`src/core/tx_dma_pkg.sv`:
```
package tx_dma_pkg;

  // ==========================================================
  // Register byte offsets
  // ==========================================================
  localparam logic [7:0] OFF_CUR_BUF   = 8'h00;
  localparam logic [7:0] OFF_BUF_FLAGS = 8'h04;
  localparam logic [7:0] OFF_PKT_LEN   = 8'h08;
  localparam logic [7:0] OFF_COMPL     = 8'h0c;
  localparam logic [7:0] OFF_DMA_STATE = 8'h10;
  localparam logic [7:0] OFF_IRQ_STAT  = 8'h14;
  localparam logic [7:0] OFF_IRQ_MASK  = 8'h18;

  // ==========================================================
  // Field positions
  // ==========================================================
  localparam int TAG_HI    = 31;
  localparam int TAG_LO    = 24;
  localparam int LAST_BIT  = 17;
  localparam int FIRST_BIT = 16;
  localparam int LEN_HI    = 15;
  localparam int LEN_LO    = 0;
  localparam int REM_HI    = 31;
  localparam int REM_LO    = 16;
  localparam int DADDR_HI  = 31;
  localparam int DADDR_LO  = 2;
  localparam int MODE_BIT  = 0;
  localparam int INPKT_BIT = 0;

  // Interrupt status bits
  localparam int IRQ_W     = 2;
  localparam int ST_QUEUE  = 0;
  localparam int ST_TRUNC  = 1;

  // ==========================================================
  // Constants
  // ==========================================================
  localparam logic [31:0] ZERO32 = 32'h0000_0000;
  localparam logic [15:0] ZERO16 = 16'h0000;
  localparam logic [15:0] ONE16  = 16'h0001;
  localparam logic [31:0] ONE32  = 32'h0000_0001;
  localparam logic [1:0]  HTRANS_NONSEQ = 2'h2;
  localparam logic        HRESP_OKAY    = 1'h0;

endpackage

```
`src/core/tx_dma_channel.sv`:
```
// The AHB-Lite register port and the placing of the registers were chosen for this implementation.
`timescale 1ns/1ps
// Overview of operation
// - Keeps the 32-bit byte address being fetched in the active buffer.
// - Holds the first descriptor's tag byte and offers it to receive.
// - Flags when the active buffer is the packet's last buffer.
// - Flags when the active buffer is the packet's first buffer.
// - Counts the valid bytes still left in the active buffer.
// - Counts bytes allowed before truncation and truncates at zero.
// - Loads packet length from the first descriptor's length word.
// - Presents the stored packet length for the AAL5 trailer.
// - Records the word address of the descriptor active at the last packet end or truncation.
// - Compare-mode write clears the queue interrupt only on a match.
// - Writeback-mode write stores the address and raises the interrupt.
// - The completion write mode bit always reads as zero.
// - All state fields except cur_desc_q are readable by software, writable except the W1C status bits, and all reset to zero.
// - Keeps an in-packet flag while partway through a packet.

module tx_dma_channel
  import tx_dma_pkg::*;
(
  input  wire logic        clock,         // 100 MHz clock
  input  wire logic        sys_rst,       // Sync reset, high
  input  wire logic        hsel,          // Slave select
  input  wire logic [31:0] haddr,         // Byte address
  input  wire logic [1:0]  htrans,        // Transfer type
  input  wire logic        hwrite,        // Write when high
  input  wire logic [2:0]  hsize,         // Word only
  input  wire logic [31:0] hwdata,        // Write data
  input  wire logic        hready,        // Bus ready
  output logic             hreadyout,     // Low in reset, then ready
  output logic [31:0]      hrdata,        // Read data
  output logic             hresp,         // Always OKAY
  input  wire logic        desc_load,     // New buffer descriptor
  input  wire logic [29:0] last_done_descriptor_address,     // Its word address
  input  wire logic [31:0] desc_buf_addr, // Buffer start byte
  input  wire logic [15:0] desc_buf_len,  // Buffer byte count
  input  wire logic        desc_first,    // Start of packet
  input  wire logic        desc_last,     // End of packet
  input  wire logic [7:0]  desc_tag,      // Tag byte (first only)
  input  wire logic [15:0] desc_pkt_len,  // Packet length (first)
  input  wire logic        byte_fetch,    // One byte fetched
  output logic [31:0]      fetch_addr,    // Next byte address
  output logic [7:0]       packet_tag,    // Tag to receive side
  output logic [15:0]      trailer_len,   // AAL5 trailer length
  output logic             truncate,      // Truncation pulse
  output logic             packet_done,   // Packet end pulse
  output logic             irq            // Level interrupt
);

  // ==========================================================
  // State
  // ==========================================================
  // Register map, one aligned word per register:
  //   0x00 active buffer byte address
  //   0x04 tag [31:24], last [17], first [16], bytes left [15:0]
  //   0x08 bytes before truncation [31:16], packet length [15:0]
  //   0x0c completion address [31:2], write mode bit 0 (reads 0)
  //   0x10 in-packet flag, bit 0
  //   0x14 status: bit 0 queue done, bit 1 truncation (W1C)
  //   0x18 interrupt mask, same layout as status

  // Channel state, software-visible except cur_desc_q
  logic [31:0]      buf_addr_q;
  logic [7:0]       tag_q;
  logic             last_q;
  logic             first_q;
  logic [15:0]      buf_len_q;
  logic [15:0]      pkt_len_q;
  logic [15:0]      rem_q;
  logic [29:0]      done_addr_q;
  logic [29:0]      cur_desc_q;
  logic             in_pkt_q;
  logic [IRQ_W-1:0] stat_q;
  logic [IRQ_W-1:0] mask_q;

  // Bus write capture and read path
  logic             wr_q;
  logic [7:0]       wr_off_q;
  logic [31:0]      rd_mux;

  // Fetch events and one-hot write strobes
  logic             fetch_ok;
  logic             buf_final;
  logic             pkt_end;
  logic             trunc_ev;
  logic             wr_cur;
  logic             wr_flags;
  logic             wr_len;
  logic             wr_compl;
  logic             wr_state;
  logic             wr_stat;
  logic             wr_mask;
  logic             wb_write;
  logic             cmp_match;

  // ==========================================================
  // AHB-Lite slave
  // ==========================================================
  wire addr_ok = hsel && hready && (htrans == HTRANS_NONSEQ);

  // Zero wait states: after reset the slave never stalls the master
  always_ff @(posedge clock) begin
    if (sys_rst) begin
      hreadyout <= 1'b0;
      hresp     <= HRESP_OKAY;
    end else begin
      hreadyout <= 1'b1;
      hresp     <= HRESP_OKAY;
    end
  end

  // Capture the write address phase; data lands next cycle
  // Limitation: a read right after a write sees the old value, as
  // the write only lands at the end of its data phase
  always_ff @(posedge clock) begin
    if (sys_rst) begin
      wr_q     <= 1'b0;
      wr_off_q <= 8'h00;
    end else begin
      wr_q     <= addr_ok && hwrite;
      wr_off_q <= haddr[7:0];
    end
  end

  // Write strobes, valid during the data phase
  assign wr_cur   = wr_q && (wr_off_q == OFF_CUR_BUF);
  assign wr_flags = wr_q && (wr_off_q == OFF_BUF_FLAGS);
  assign wr_len   = wr_q && (wr_off_q == OFF_PKT_LEN);
  assign wr_compl = wr_q && (wr_off_q == OFF_COMPL);
  assign wr_state = wr_q && (wr_off_q == OFF_DMA_STATE);
  assign wr_stat  = wr_q && (wr_off_q == OFF_IRQ_STAT);
  assign wr_mask  = wr_q && (wr_off_q == OFF_IRQ_MASK);

  // Read mux; reserved bits and unmapped offsets read zero
  always_comb begin
    rd_mux = ZERO32;
    case (haddr[7:0])
      OFF_CUR_BUF: rd_mux = buf_addr_q;
      OFF_BUF_FLAGS: begin
        rd_mux[TAG_HI:TAG_LO] = tag_q;
        rd_mux[LAST_BIT]      = last_q;
        rd_mux[FIRST_BIT]     = first_q;
        rd_mux[LEN_HI:LEN_LO] = buf_len_q;
      end
      OFF_PKT_LEN: begin
        rd_mux[REM_HI:REM_LO] = rem_q;
        rd_mux[LEN_HI:LEN_LO] = pkt_len_q;
      end
      OFF_COMPL: begin
        // Mode bit is write-only and reads as zero
        rd_mux[DADDR_HI:DADDR_LO] = done_addr_q;
      end
      OFF_DMA_STATE: rd_mux[INPKT_BIT] = in_pkt_q;
      OFF_IRQ_STAT:  rd_mux[IRQ_W-1:0] = stat_q;
      OFF_IRQ_MASK:  rd_mux[IRQ_W-1:0] = mask_q;
      default:       rd_mux = ZERO32;
    endcase
  end

  // Read data is registered at the address phase edge
  always_ff @(posedge clock) begin
    if (sys_rst) begin
      hrdata <= ZERO32;
    end else if (addr_ok && !hwrite) begin
      hrdata <= rd_mux;
    end
  end

  // ==========================================================
  // Fetch-side events
  // ==========================================================
  // Bytes past the truncation point or past the buffer end are
  // dropped, so a runaway fetcher cannot wrap the counters
  // A fetch in the reload cycle is ignored, so the counters and the
  // packet end never act on a half-loaded descriptor
  assign fetch_ok  = byte_fetch && !desc_load
                     && (rem_q != ZERO16)
                     && (buf_len_q != ZERO16);
  assign buf_final = (buf_len_q == ONE16) && last_q;
  // Packet ends on the last byte of the last buffer, or when
  // the truncation budget runs out
  assign pkt_end   = fetch_ok && (buf_final || rem_q == ONE16);
  assign trunc_ev  = fetch_ok && (rem_q == ONE16) && !buf_final;

  // ==========================================================
  // Buffer address and flags
  // ==========================================================
  // Software write wins over hardware stepping in the same cycle
  always_ff @(posedge clock) begin
    if (sys_rst) begin
      buf_addr_q <= ZERO32;
    end else if (wr_cur) begin
      buf_addr_q <= hwdata;
    end else if (desc_load) begin
      buf_addr_q <= desc_buf_addr;
    end else if (fetch_ok) begin
      buf_addr_q <= buf_addr_q + ONE32;
    end
  end

  // First/last flags follow the buffer now being sent
  always_ff @(posedge clock) begin
    if (sys_rst) begin
      first_q <= 1'b0;
      last_q  <= 1'b0;
    end else if (wr_flags) begin
      first_q <= hwdata[FIRST_BIT];
      last_q  <= hwdata[LAST_BIT];
    end else if (desc_load) begin
      first_q <= desc_first;
      last_q  <= desc_last;
    end
  end

  // Bytes left in the active buffer
  always_ff @(posedge clock) begin
    if (sys_rst) begin
      buf_len_q <= ZERO16;
    end else if (wr_flags) begin
      buf_len_q <= hwdata[LEN_HI:LEN_LO];
    end else if (desc_load) begin
      buf_len_q <= desc_buf_len;
    end else if (fetch_ok) begin
      buf_len_q <= buf_len_q - ONE16;
    end
  end

  // Tag comes only from the first descriptor of a packet
  always_ff @(posedge clock) begin
    if (sys_rst) begin
      tag_q <= 8'h00;
    end else if (wr_flags) begin
      tag_q <= hwdata[TAG_HI:TAG_LO];
    end else if (desc_load && desc_first) begin
      tag_q <= desc_tag;
    end
  end

  // ==========================================================
  // Packet length and truncation budget
  // ==========================================================
  // Budget starts at the packet length; software may preset both
  always_ff @(posedge clock) begin
    if (sys_rst) begin
      pkt_len_q <= ZERO16;
      rem_q     <= ZERO16;
    end else if (wr_len) begin
      pkt_len_q <= hwdata[LEN_HI:LEN_LO];
      rem_q     <= hwdata[REM_HI:REM_LO];
    end else if (desc_load && desc_first) begin
      pkt_len_q <= desc_pkt_len;
      rem_q     <= desc_pkt_len;
    end else if (fetch_ok) begin
      rem_q     <= rem_q - ONE16;
    end
  end

  // In-packet flag: up at the first buffer, down at packet end
  always_ff @(posedge clock) begin
    if (sys_rst) begin
      in_pkt_q <= 1'b0;
    end else if (wr_state) begin
      in_pkt_q <= hwdata[INPKT_BIT];
    end else if (desc_load && desc_first) begin
      in_pkt_q <= 1'b1;
    end else if (pkt_end) begin
      in_pkt_q <= 1'b0;
    end
  end

  // ==========================================================
  // Completion pointer
  // ==========================================================
  // Mode bit 1 writes the address back; mode bit 0 only compares,
  // so software can acknowledge without losing a newer completion
  assign wb_write  = wr_compl && hwdata[MODE_BIT];
  assign cmp_match = wr_compl && !hwdata[MODE_BIT]
                     && (hwdata[DADDR_HI:DADDR_LO] == done_addr_q);

  // Descriptor of the buffer now being sent
  // Held until the next reload, for the completion address
  always_ff @(posedge clock) begin
    if (sys_rst) begin
      cur_desc_q <= 30'h0000_0000;
    end else if (desc_load) begin
      cur_desc_q <= last_done_descriptor_address;
    end
  end

  // Compare-mode writes never change the stored address
  always_ff @(posedge clock) begin
    if (sys_rst) begin
      done_addr_q <= 30'h0000_0000;
    end else if (wb_write) begin
      done_addr_q <= hwdata[DADDR_HI:DADDR_LO];
    end else if (pkt_end) begin
      done_addr_q <= cur_desc_q;
    end
  end

  // ==========================================================
  // Interrupts
  // ==========================================================
  // Queue bit: raised by completion or writeback, dropped by a
  // matching compare or a write-one-to-clear. Setting wins, so
  // a packet ending during the acknowledge is never lost
  always_ff @(posedge clock) begin
    if (sys_rst) begin
      stat_q[ST_QUEUE] <= 1'b0;
    end else if (pkt_end || wb_write) begin
      stat_q[ST_QUEUE] <= 1'b1;
    end else if (cmp_match) begin
      stat_q[ST_QUEUE] <= 1'b0;
    end else if (wr_stat && hwdata[ST_QUEUE]) begin
      stat_q[ST_QUEUE] <= 1'b0;
    end
  end

  // Truncation bit is sticky until written with a one
  always_ff @(posedge clock) begin
    if (sys_rst) begin
      stat_q[ST_TRUNC] <= 1'b0;
    end else if (trunc_ev) begin
      stat_q[ST_TRUNC] <= 1'b1;
    end else if (wr_stat && hwdata[ST_TRUNC]) begin
      stat_q[ST_TRUNC] <= 1'b0;
    end
  end

  // Mask gates status onto the interrupt line only
  always_ff @(posedge clock) begin
    if (sys_rst) begin
      mask_q <= '0;
    end else if (wr_mask) begin
      mask_q <= hwdata[IRQ_W-1:0];
    end
  end

  // Registered output adds one cycle of latency after a status change
  // so irq trails the status bit by one clock
  always_ff @(posedge clock) begin
    if (sys_rst) begin
      irq <= 1'b0;
    end else begin
      irq <= |(stat_q & mask_q);
    end
  end

  // ==========================================================
  // Fetch-side outputs
  // ==========================================================
  // One-cycle pulses, registered so that they are glitch free
  always_ff @(posedge clock) begin
    if (sys_rst) begin
      truncate    <= 1'b0;
      packet_done <= 1'b0;
    end else begin
      truncate    <= trunc_ev;
      packet_done <= pkt_end;
    end
  end

  // Copies of state; one cycle behind the internal registers
  always_ff @(posedge clock) begin
    if (sys_rst) begin
      fetch_addr  <= ZERO32;
      packet_tag  <= 8'h00;
      trailer_len <= ZERO16;
    end else begin
      fetch_addr  <= buf_addr_q;
      packet_tag  <= tag_q;
      trailer_len <= pkt_len_q;
    end
  end

endmodule

```
`config.mk`:
```
export PLATFORM = sky130hd
export DESIGN_NAME = tx_dma_channel
export DESIGN_NICKNAME = d
export VERILOG_FILES = /design/src/core/tx_dma_pkg.sv /design/src/core/tx_dma_channel.sv
export SDC_FILE = /design/constraint.sdc
export NUM_CORES = 1
export LEC_CHECK = 0
export ABC_AREA = 1
export BUFFER_PORTS_ARGS = -buffer_cell sky130_fd_sc_hd__clkbuf_2
export CAP_MARGIN = 5
export CORE_MARGIN = 1
export CORE_UTILIZATION = 55
export CTS_CLUSTER_DIAMETER = 100
export DETAILED_ROUTE_END_ITERATION = 16
export GPL_ROUTABILITY_DRIVEN = 0
export MAX_ROUTING_LAYER = met4
export PLACE_DENSITY_LB_ADDON = 0.3
export SETUP_SLACK_MARGIN = 0.2
export SYNTH_ARGS = -nofsm -noshare
export SYNTH_HDL_FRONTEND = slang
export SYNTH_SLANG_ARGS = --single-unit
```
`constraint.sdc`:
```
create_clock -name clock -period 3.4 [get_ports clock]
set_input_delay 0.68 -clock clock [delete_from_list [all_inputs] [get_ports clock]]
set_output_delay 0.68 -clock clock [all_outputs]
set_load 0.03 [all_outputs]
```
==> metrics.md, run 1 <==
| Metric | Value |
|---|---|
| Status | finished clean |
| Clk pin slew, worst setup/hold paths | 70 ps |
| Drt pass-1 iters | 6 |
| Relative max-transition margin | a little under a fifth |
| Pins Over Slew Limit | 0 |
| CP cell instances | inv_1, ha_1, nand2_1, nor2_4, nand2_2, nand3_4, inv_4, a21boi_4, buf_4, nor2_1, nor2_1 |
| Leakage | roughly 7.1 nW |
| Vias | 15,200 |
| Layout cells sized above 1 | between 15 and 20% |
| Largest net degree at the start of global routing | 121 |
| Worst path required time | about 3900 ps |
| GRT Util Overall | 39.8% |
| Area of the mapped netlist | about 13,000 sq um |
| Yosys warns | 0 |
| PortBufs | approximately 240 |
| Post-synth top cells | 458 x nand2_1, 415 x nor2_1, 256 x dfxtp_1 |
| Fin. Hold Viols | 0 |
| Final setup viols | 0 |
| Setup_tns | 0 ps |
| Mean Syn Cell Area | between 6 and 7 sq um |
| Setup Fix Bufs, Post-CTS | 0 |
| Clock power share | 43.0% |
| Initial antenna violation count | 1 |
| Site Rows | 56 |
| Max cap viols | 0 |
| Fmax | around 0.39 GHz |
| Total Wirelength | just under 50 mm |
| Worst slew pin tran | about 1200 ps |
| Vias in the first global route | about 14,000 |
| First-pass GRT wire length | between 70 and 80 mm |
| Syn_nets | 2,281 |
| Power Density | a little under 500 nW/um^2 |
| Root Buffer | clkbuf_16 |
| Die Ht | around 160 um |
| Via density | 5.76 |
| CTS tree | built |
| Area growth from synthesis to layout | 17.6% |
| Cell with the most instances after synthesis | nand2_1 |
| Synth area leaders | dfxtp_1 38%, nand2_1 13%, nor2_1 12%, o21ai_0 9.0%, inv_1 5.4% |
| Primary FF master, synth | dfxtp_1 |
| Post-synth EDFFs | 0 |
| Worst path bufs/invs | 3 |
| Final Cycle Share | 74.5% |
| Worst Setup End Kind | flop |
| TritonCTS Buffers | 27 |
| Switch share | 28.5% |
| Clk sink count | 256 |
| DR iter-0 viols | about 2,300 |
| Sequential cell area fraction in the yosys report | about two fifths |
| Share of the synthesized area in the top cell type | roughly two fifths |
| Switching pwr | approximately 2.2 mW |
| Worst-Skew Late Latency | roughly 560 ps |
| Residual DRC | 0 |
| Hpwl dp | between 30 and 40 mm |
| Yosys cell types | between 40 and 50 |
| CTS resizes | 0 |
| Core Region | 23,600 sq um |
| Drt wl/cell | 18.5 um |
| Clock skew | ~14 ps |
| CP dominant cell by count | nor2_1 |
| Max rail drop VDD | around 360 uV |
| H-tree Lvls | 1 |
| Hold WS | ~330 ps |
| Delay-heaviest family, CP | simple AND/OR/NAND/NOR gates |
| Non-Filler Instances | ~2,600 |
| Critical path class | flop to flop |
| CP Launch Type | flop |
| Fin crit period | about 2500 ps |
| RSZ-0062 raised after global routing | false |
| Total I/O pin count | 273 |
| DIE AREA | 24,900 sq um |
| Ys async rst share | 0% |
| Hold WC Path Type | input port to flop |
| Comb pwr share | 14.4% |
| Dpl cells | 2,580 |
| Worst path slowest cell | a21boi_4 |
| CP max stage delay | around 480 ps |
| Clk buf depth | 3 |
| Post-synth top area cell | dfxtp_1 |
| ANT nets after route | 0 |
| Cell count after synthesis | ~2,100 |
| Initial Util | 56.5% |
| Final nets | roughly 2,500 |
| Die Span X | ~160 um |
| Seq pwr share | ~43% |
| Hold buffers post-CTS | 0 |
| Critical Path Fanout Max | 18 |
| Synthesis-stage register bit count | 256 |
| Worst Path Arrival | between 3000 and 4000 ps |
| Total Power | around 7.7 mW |
| Cell-internal power | between 5 and 6 mW |
| GRT overflow | 0 |
flip-flops by register name, summed over array words and instances (netlist names), 16 cells and up:
| name | cells |
|---|---|
| buf_addr_q | 32 |
| buf_len_q | 16 |
| cur_desc_q | 30 |
| done_addr_q | 30 |
| fetch_addr | 32 |
| hrdata | 32 |
| pkt_len_q | 16 |
| rem_q | 16 |
| trailer_len | 16 |
cell usage in the layout, fill, tap and decap left out, drive strengths merged, types with 10 or more instances in the layout:
| cell | netlist | routed |
|---|---|---|
| nand2 | 473 | 473 |
| nor2 | 424 | 424 |
| clkbuf | 66 | 276 |
| o21ai | 276 | 276 |
| dfxtp | 256 | 256 |
| inv | 199 | 200 |
| nand3 | 117 | 117 |
| a21oi | 117 | 117 |
| o22ai | 34 | 34 |
| buf | 40 | 28 |
| nand4 | 15 | 15 |
| nor3 | 13 | 13 |
| o211ai | 12 | 12 |
| or2 | 12 | 12 |
| xor2 | 11 | 11 |
| clkinv | 2 | 10 |
routing by layer:
layer  up-vias  GRT usage (%)  share of wire [%]
li1       7123              -                  -
met1      6704           50.3                 38
met2      1106           58.5                 42
met3       220           9.64                 14
met4         0           21.3                6.2
met5         -              -                  0
cells by family after synthesis:
family	synth area share (%)
buffers and inverters	9.38
AO/OA/AOI/OAI	18.0
other	0.0281
AND/OR/NAND/NOR	32.6
XOR/XNOR	1.05
adder cells (fa/ha/maj)	0.469
flip-flops	38.4
metrics by stage:
| step | util [%] | setup slack, ps | instance area [sq um] |
|---|---|---|---|
| 2_1_floorplan | - | 1540 | 13300 |
| 3_3_place_gp | 62.3 | 811 | 14700 |
| 3_5_place_dp | 62.3 | 786 | 14700 |
| 4_1_cts | 66.5 | 953 | 15700 |
| 5_1_grt | 66.5 | 722 | 15700 |
| 6_report | 66.5 | 866 | 15700 |
final timing paths:
check | slack, ps | end | from | depth (start not counted)
worst max-delay path | 870 | done_addr_q[16] | buf_len_q[0] | 11
worst min-delay path | 330 | wr_off_q[7] | haddr[7] | 3
worst max register to register | 870 | done_addr_q[16] | buf_len_q[0] | 11
worst min register to register | 460 | packet_tag[2] | tag_q[2] | 2
power groups by stage:
stage / Combinational, mW / Clock [mW] / Sequential [mW]
finish: 1.10 / 3.30 / 3.27
global route: 1.21 / 3.42 / 3.29
CTS: 1.06 / 3.29 / 3.26
detailed placement: 1.05 / 0 / 3.33
global placement: 1.03 / 0 / 3.32
floorplan: 0.657 / 0 / 3.35
worst reg2reg max path, stage by stage (launching register included):
cell,delay [ps]
dfxtp_1,350
inv_1,160
ha_1,240
nand2_1,150
nor2_4,220
nand2_2,110
nand3_4,230
inv_4,60
a21boi_4,480
buf_4,300
nor2_1,80
nor2_1,110
cell type report:
class / instances / area (sq um)
clock buffers: 33 / 728
clock inverters: 17 / 259
well taps: 319 / 399
flip-flops and latches: 256 / 5120
multi-input cells: 1533 / 6970
diodes: 1 / 2.50
repair buffers: 271 / 1450
inverters: 201 / 761
fillers: 2098 / 7920
Note: power is estimated with default switching activity, not from simulation.
==> run 2: changes to the inputs <==
--- a/config.mk
+++ b/config.mk
@@ -5,11 +5,11 @@
 export SDC_FILE = /design/constraint.sdc
 export NUM_CORES = 1
 export LEC_CHECK = 0
-export ABC_AREA = 1
+export ABC_AREA = 0
 export BUFFER_PORTS_ARGS = -buffer_cell sky130_fd_sc_hd__clkbuf_2
 export CAP_MARGIN = 5
 export CORE_MARGIN = 1
-export CORE_UTILIZATION = 55
+export CORE_UTILIZATION = 49
 export CTS_CLUSTER_DIAMETER = 100
 export DETAILED_ROUTE_END_ITERATION = 16
 export GPL_ROUTABILITY_DRIVEN = 0
==> constraint.sdc (replaced) <==
create_clock -name clock -period 2.2 [get_ports clock]
set_input_delay 0.44 -clock clock [delete_from_list [all_inputs] [get_ports clock]]
set_output_delay 0.44 -clock clock [all_outputs]
set_load 0.03 [all_outputs]
==> metrics.md, run 2 <==
| Metric | Value |
|---|---|
| Status | finished with violations |
| Failing checks | setup timing |
| Cell count after synthesis | 1,411 (-33%) |
| Routing usage on met1 | 48.3% (-2.0 points) |
| ANT nets after route | 0 (unchanged) |
| H-tree Lvls | 1 (unchanged) |
| Initial antenna violation count | 0 (-1) |
| FF-to-FF path depth | 8 (-3) |
| Core Region | 24,300 sq um (+3.0%) |
| GR Util met3 | 5.57% (-4.1 points) |
| Synth area leaders | dfxtp_1 42%, mux2i_1 5.4%, nor2_1 5.1%, nand2_1 3.9%, a211oi_1 3.5% |
| Power Density | 740 nW/um^2 (+51%) |
| Yosys cell types | 68 (+51%) |
| Total Wirelength | 44.7 mm (-8.1%) |
| Layout cells sized above 1 | 30.0% (+14 points) |
| Util after Layout | 65.5% (-0.94 points) |
| Worst Setup End Kind | flop |
| Most frequent cells in the layout | 255 x dfxtp_1, 242 x clkbuf_2, 164 x nor2_1, 131 x buf_4, 120 x nand2_1 |
| Yosys warns | 0 (unchanged) |
| Pins Over Slew Limit | 0 (unchanged) |
| Worst Hold Path EP | cur_desc_q[6] |
| Cell with the most instances after synthesis | dfxtp_1 |
| N_diodes | 0 (-1) |
| Worst path required time | 2610 ps (-1290 ps) |
| Mean Syn Cell Area | 8.59 sq um (+35%) |
| CP cell instances | or4_4, or4_4, o2111a_2, o21ai_4, buf_12, buf_16, mux2i_2, a211oi_2 |
| Commonest non-fill, non-tap cell in the layout | dfxtp_1 |
| Largest net degree at the start of global routing | 111 (-8.3%) |
| R2r startpoint | buf_len_q[3] |
| Via density | 6.12 (+6.2%) |
| Critical Path Fanout Max | 8 (-10) |
| Root Buffer | clkbuf_16 |
| Final setup viols | 98 (+98) |
| Post-synth top area cell | dfxtp_1 |
| CP Launch Type | flop |
| Final Cycle Share | 115% (+40 points) |
| Total I/O pin count | 273 (unchanged) |
| Clk buf depth | 3 (unchanged) |
| Worst Path Arrival | 2940 ps (-100 ps) |
| First-pass GRT wire length | 67.6 mm (-8.1%) |
| Syn_nets | 1,596 (-30%) |
| Synthesis-stage register bit count | 256 (unchanged) |
| GRT overflow | 0 (unchanged) |
| Hold WC Path Type | input port to flop |
| Die Span X | 159 um (+0.98%) |
| CP dominant cell by count | or4_4 |
| Relative max-transition margin | 65.0% (+47 points) |
| Initial Util | 49.9% (-6.7 points) |
| Pre-CTS setup slack | -324 ps (-1110 ps) |
| Worst path slowest cell | or4_4 |
| Min-Delay Startpoint | last_done_descriptor_address[6] |
| Hold depth | 3 (unchanged) |
| Critical path class | flop to flop |
| Die Ht | 159 um (+0.98%) |
| Max cap viols | 0 (unchanged) |
| Leakage | 6.83 nW (-3.3%) |
| Ys async rst share | 0% (unchanged) |
| GRT Util Overall | 35.2% (-4.7 points) |
| Clk sink count | 256 (unchanged) |
| Fmax | 0.396 GHz (+0.25%) |
| Worst-Skew Late Latency | 540 ps (-20 ps) |
| GRT busiest layer | met2 |
| Final nets | 1,905 (-23%) |
| Fin. Hold Viols | 0 (unchanged) |
| Drt pass-1 iters | 7 (+1) |
| Fin crit period | 2530 ps (-6.33 ps) |
| GRT met2 Usage | 50.5% (-8.0 points) |
| Clock skew | 17.8 ps (+3.89 ps) |
| Share of the synthesized area in the top cell type | 42.3% (+3.9 points) |
| Delay-heaviest family, CP | simple AND/OR/NAND/NOR gates |
| Vias | 12,600 (-17%) |
| Fin area | 15,900 sq um (+1.5%) |
| Clk pin slew, worst setup/hold paths | 60 ps (about the same) |
| Residual DRC | 0 (unchanged) |
| R2r setup slk | -330 ps (-1190 ps) |
| DR iter-0 viols | 1,457 (-36%) |
| Worst slew pin tran | 523 ps (-701 ps) |
| Worst r2r dst | done_addr_q[12] |
| Cell Area, Placed | 14,500 sq um (-1.5%) |
| Drt wl/cell | 21.6 um (+17%) |
| CP max stage delay | 540 ps (+60 ps) |
| TritonCTS Buffers | 27 (unchanged) |
| Post-synth top cells | 256 x dfxtp_1, 166 x nor2_1, 127 x nand2_1 |
| Dpl cells | 1,999 (-23%) |
| Vias in the first global route | 11,700 (-14%) |
| Site Rows | 57 (+1.8%) |
| RSZ-0062 raised after global routing | true |
| Sequential cell area fraction in the yosys report | 42.3% (+3.9 points) |
| Area growth from synthesis to layout | 31.4% |
| Primary FF master, synth | dfxtp_1 |
| Worst path bufs/invs | 2 (-1) |
| Top Registers | buf_addr_q: 32 flops, fetch_addr: 32 flops, hrdata: 32 flops |
| Worst setup margin | -327 ps (-1190 ps) |
| Hpwl dp | 31.9 mm (-10%) |
| Area of the mapped netlist | 12,100 sq um (-9.1%) |
| CTS tree | built |
| Max rail drop VDD | 526 uV (+46%) |
| PortBufs | 244 (unchanged) |
| Post-synth EDFFs | 0 (unchanged) |
| Non-Filler Instances | 2,065 (-22%) |
| DIE AREA | 25,400 sq um (+2.0%) |
-- run 2: cell families after synthesis --
| logic type | synth area share [%] |
|---|---|
| adders and majority gates | 0.516 |
| xor gates and xnor gates | 5.63 |
| DFF | 42.3 |
| buffers and inverters | 4.65 |
| muxes | 5.91 |
| other | 0.0309 |
| AOI/OAI and AO/OA | 20.9 |
| and+or+nand+nor | 20.1 |
-- run 2: worst max path at each step --
stage                  from               to  slack, ps  cells past startpoint
5_1_grt        buf_len_q[3]  done_addr_q[12]       -380                      8
3_5_place_dp       haddr[5]        hrdata[5]       -320                      8
2_1_floorplan  buf_len_q[3]   buf_addr_q[29]       -310                      9
3_3_place_gp       haddr[5]       hrdata[16]       -290                      8
4_1_cts        buf_len_q[3]  done_addr_q[10]       -260                      7
6_report       buf_len_q[3]  done_addr_q[12]       -330                      8
-- run 2: tightest hold or removal path: stages --
cell	delay (ps)
clkbuf_2	70
mux2i_1	50
nor2_1	70
-- run 2: power breakdown --
part / total (mW) / switching (mW) / internal [mW]
registers: 5.01 / 0.162 / 4.85
clock network: 4.85 / 1.92 / 2.93
logic: 1.94 / 1.11 / 0.831
-- run 2: what timing repair did --
| item | 4_1_cts | 5_1_grt |
|---|---|---|
| pin swaps | 16 | 35 |
| hold buffers | 0 | 0 |
| setup buffers | 8 | 4 |
| gates resized for setup | 39 | 45 |
| setup endpoints to repair | 99 | 142 |
| gates cloned | 3 | 1 |
-- run 2: metrics by stage --
stage | power (mW) | TNS [ps] | hold slack (ps)
after floorplan | 6.07 | -23580 | 460
after CTS | 11.7 | -16350 | 122
final | 11.8 | -19300 | 128
after global placement | 6.83 | -17110 | 443
after detailed placement | 6.86 | -22050 | 449
after global routing | 12.2 | -24950 | 129
-- run 2: routing by layer --
metal  routed length [um]  up-vias  share of wire (%)
li1                     -     5739                  -
met1                18400     5926                 41
met2                19300      807                 43
met3                 4850      162                 11
met4                 2170        0                4.8
met5                    0        -                  0
-- run 2: final cells by class --
| class | instances | area (sq um) |
|---|---|---|
| clock buffer | 38 | 777 |
| clock inverter | 12 | 166 |
| fill | 1987 | 8380 |
| inverter | 13 | 48.8 |
| multi-input combinational | 1022 | 6780 |
| sequential | 256 | 5130 |
| tap | 324 | 405 |
| timing repair buffer | 400 | 2640 |
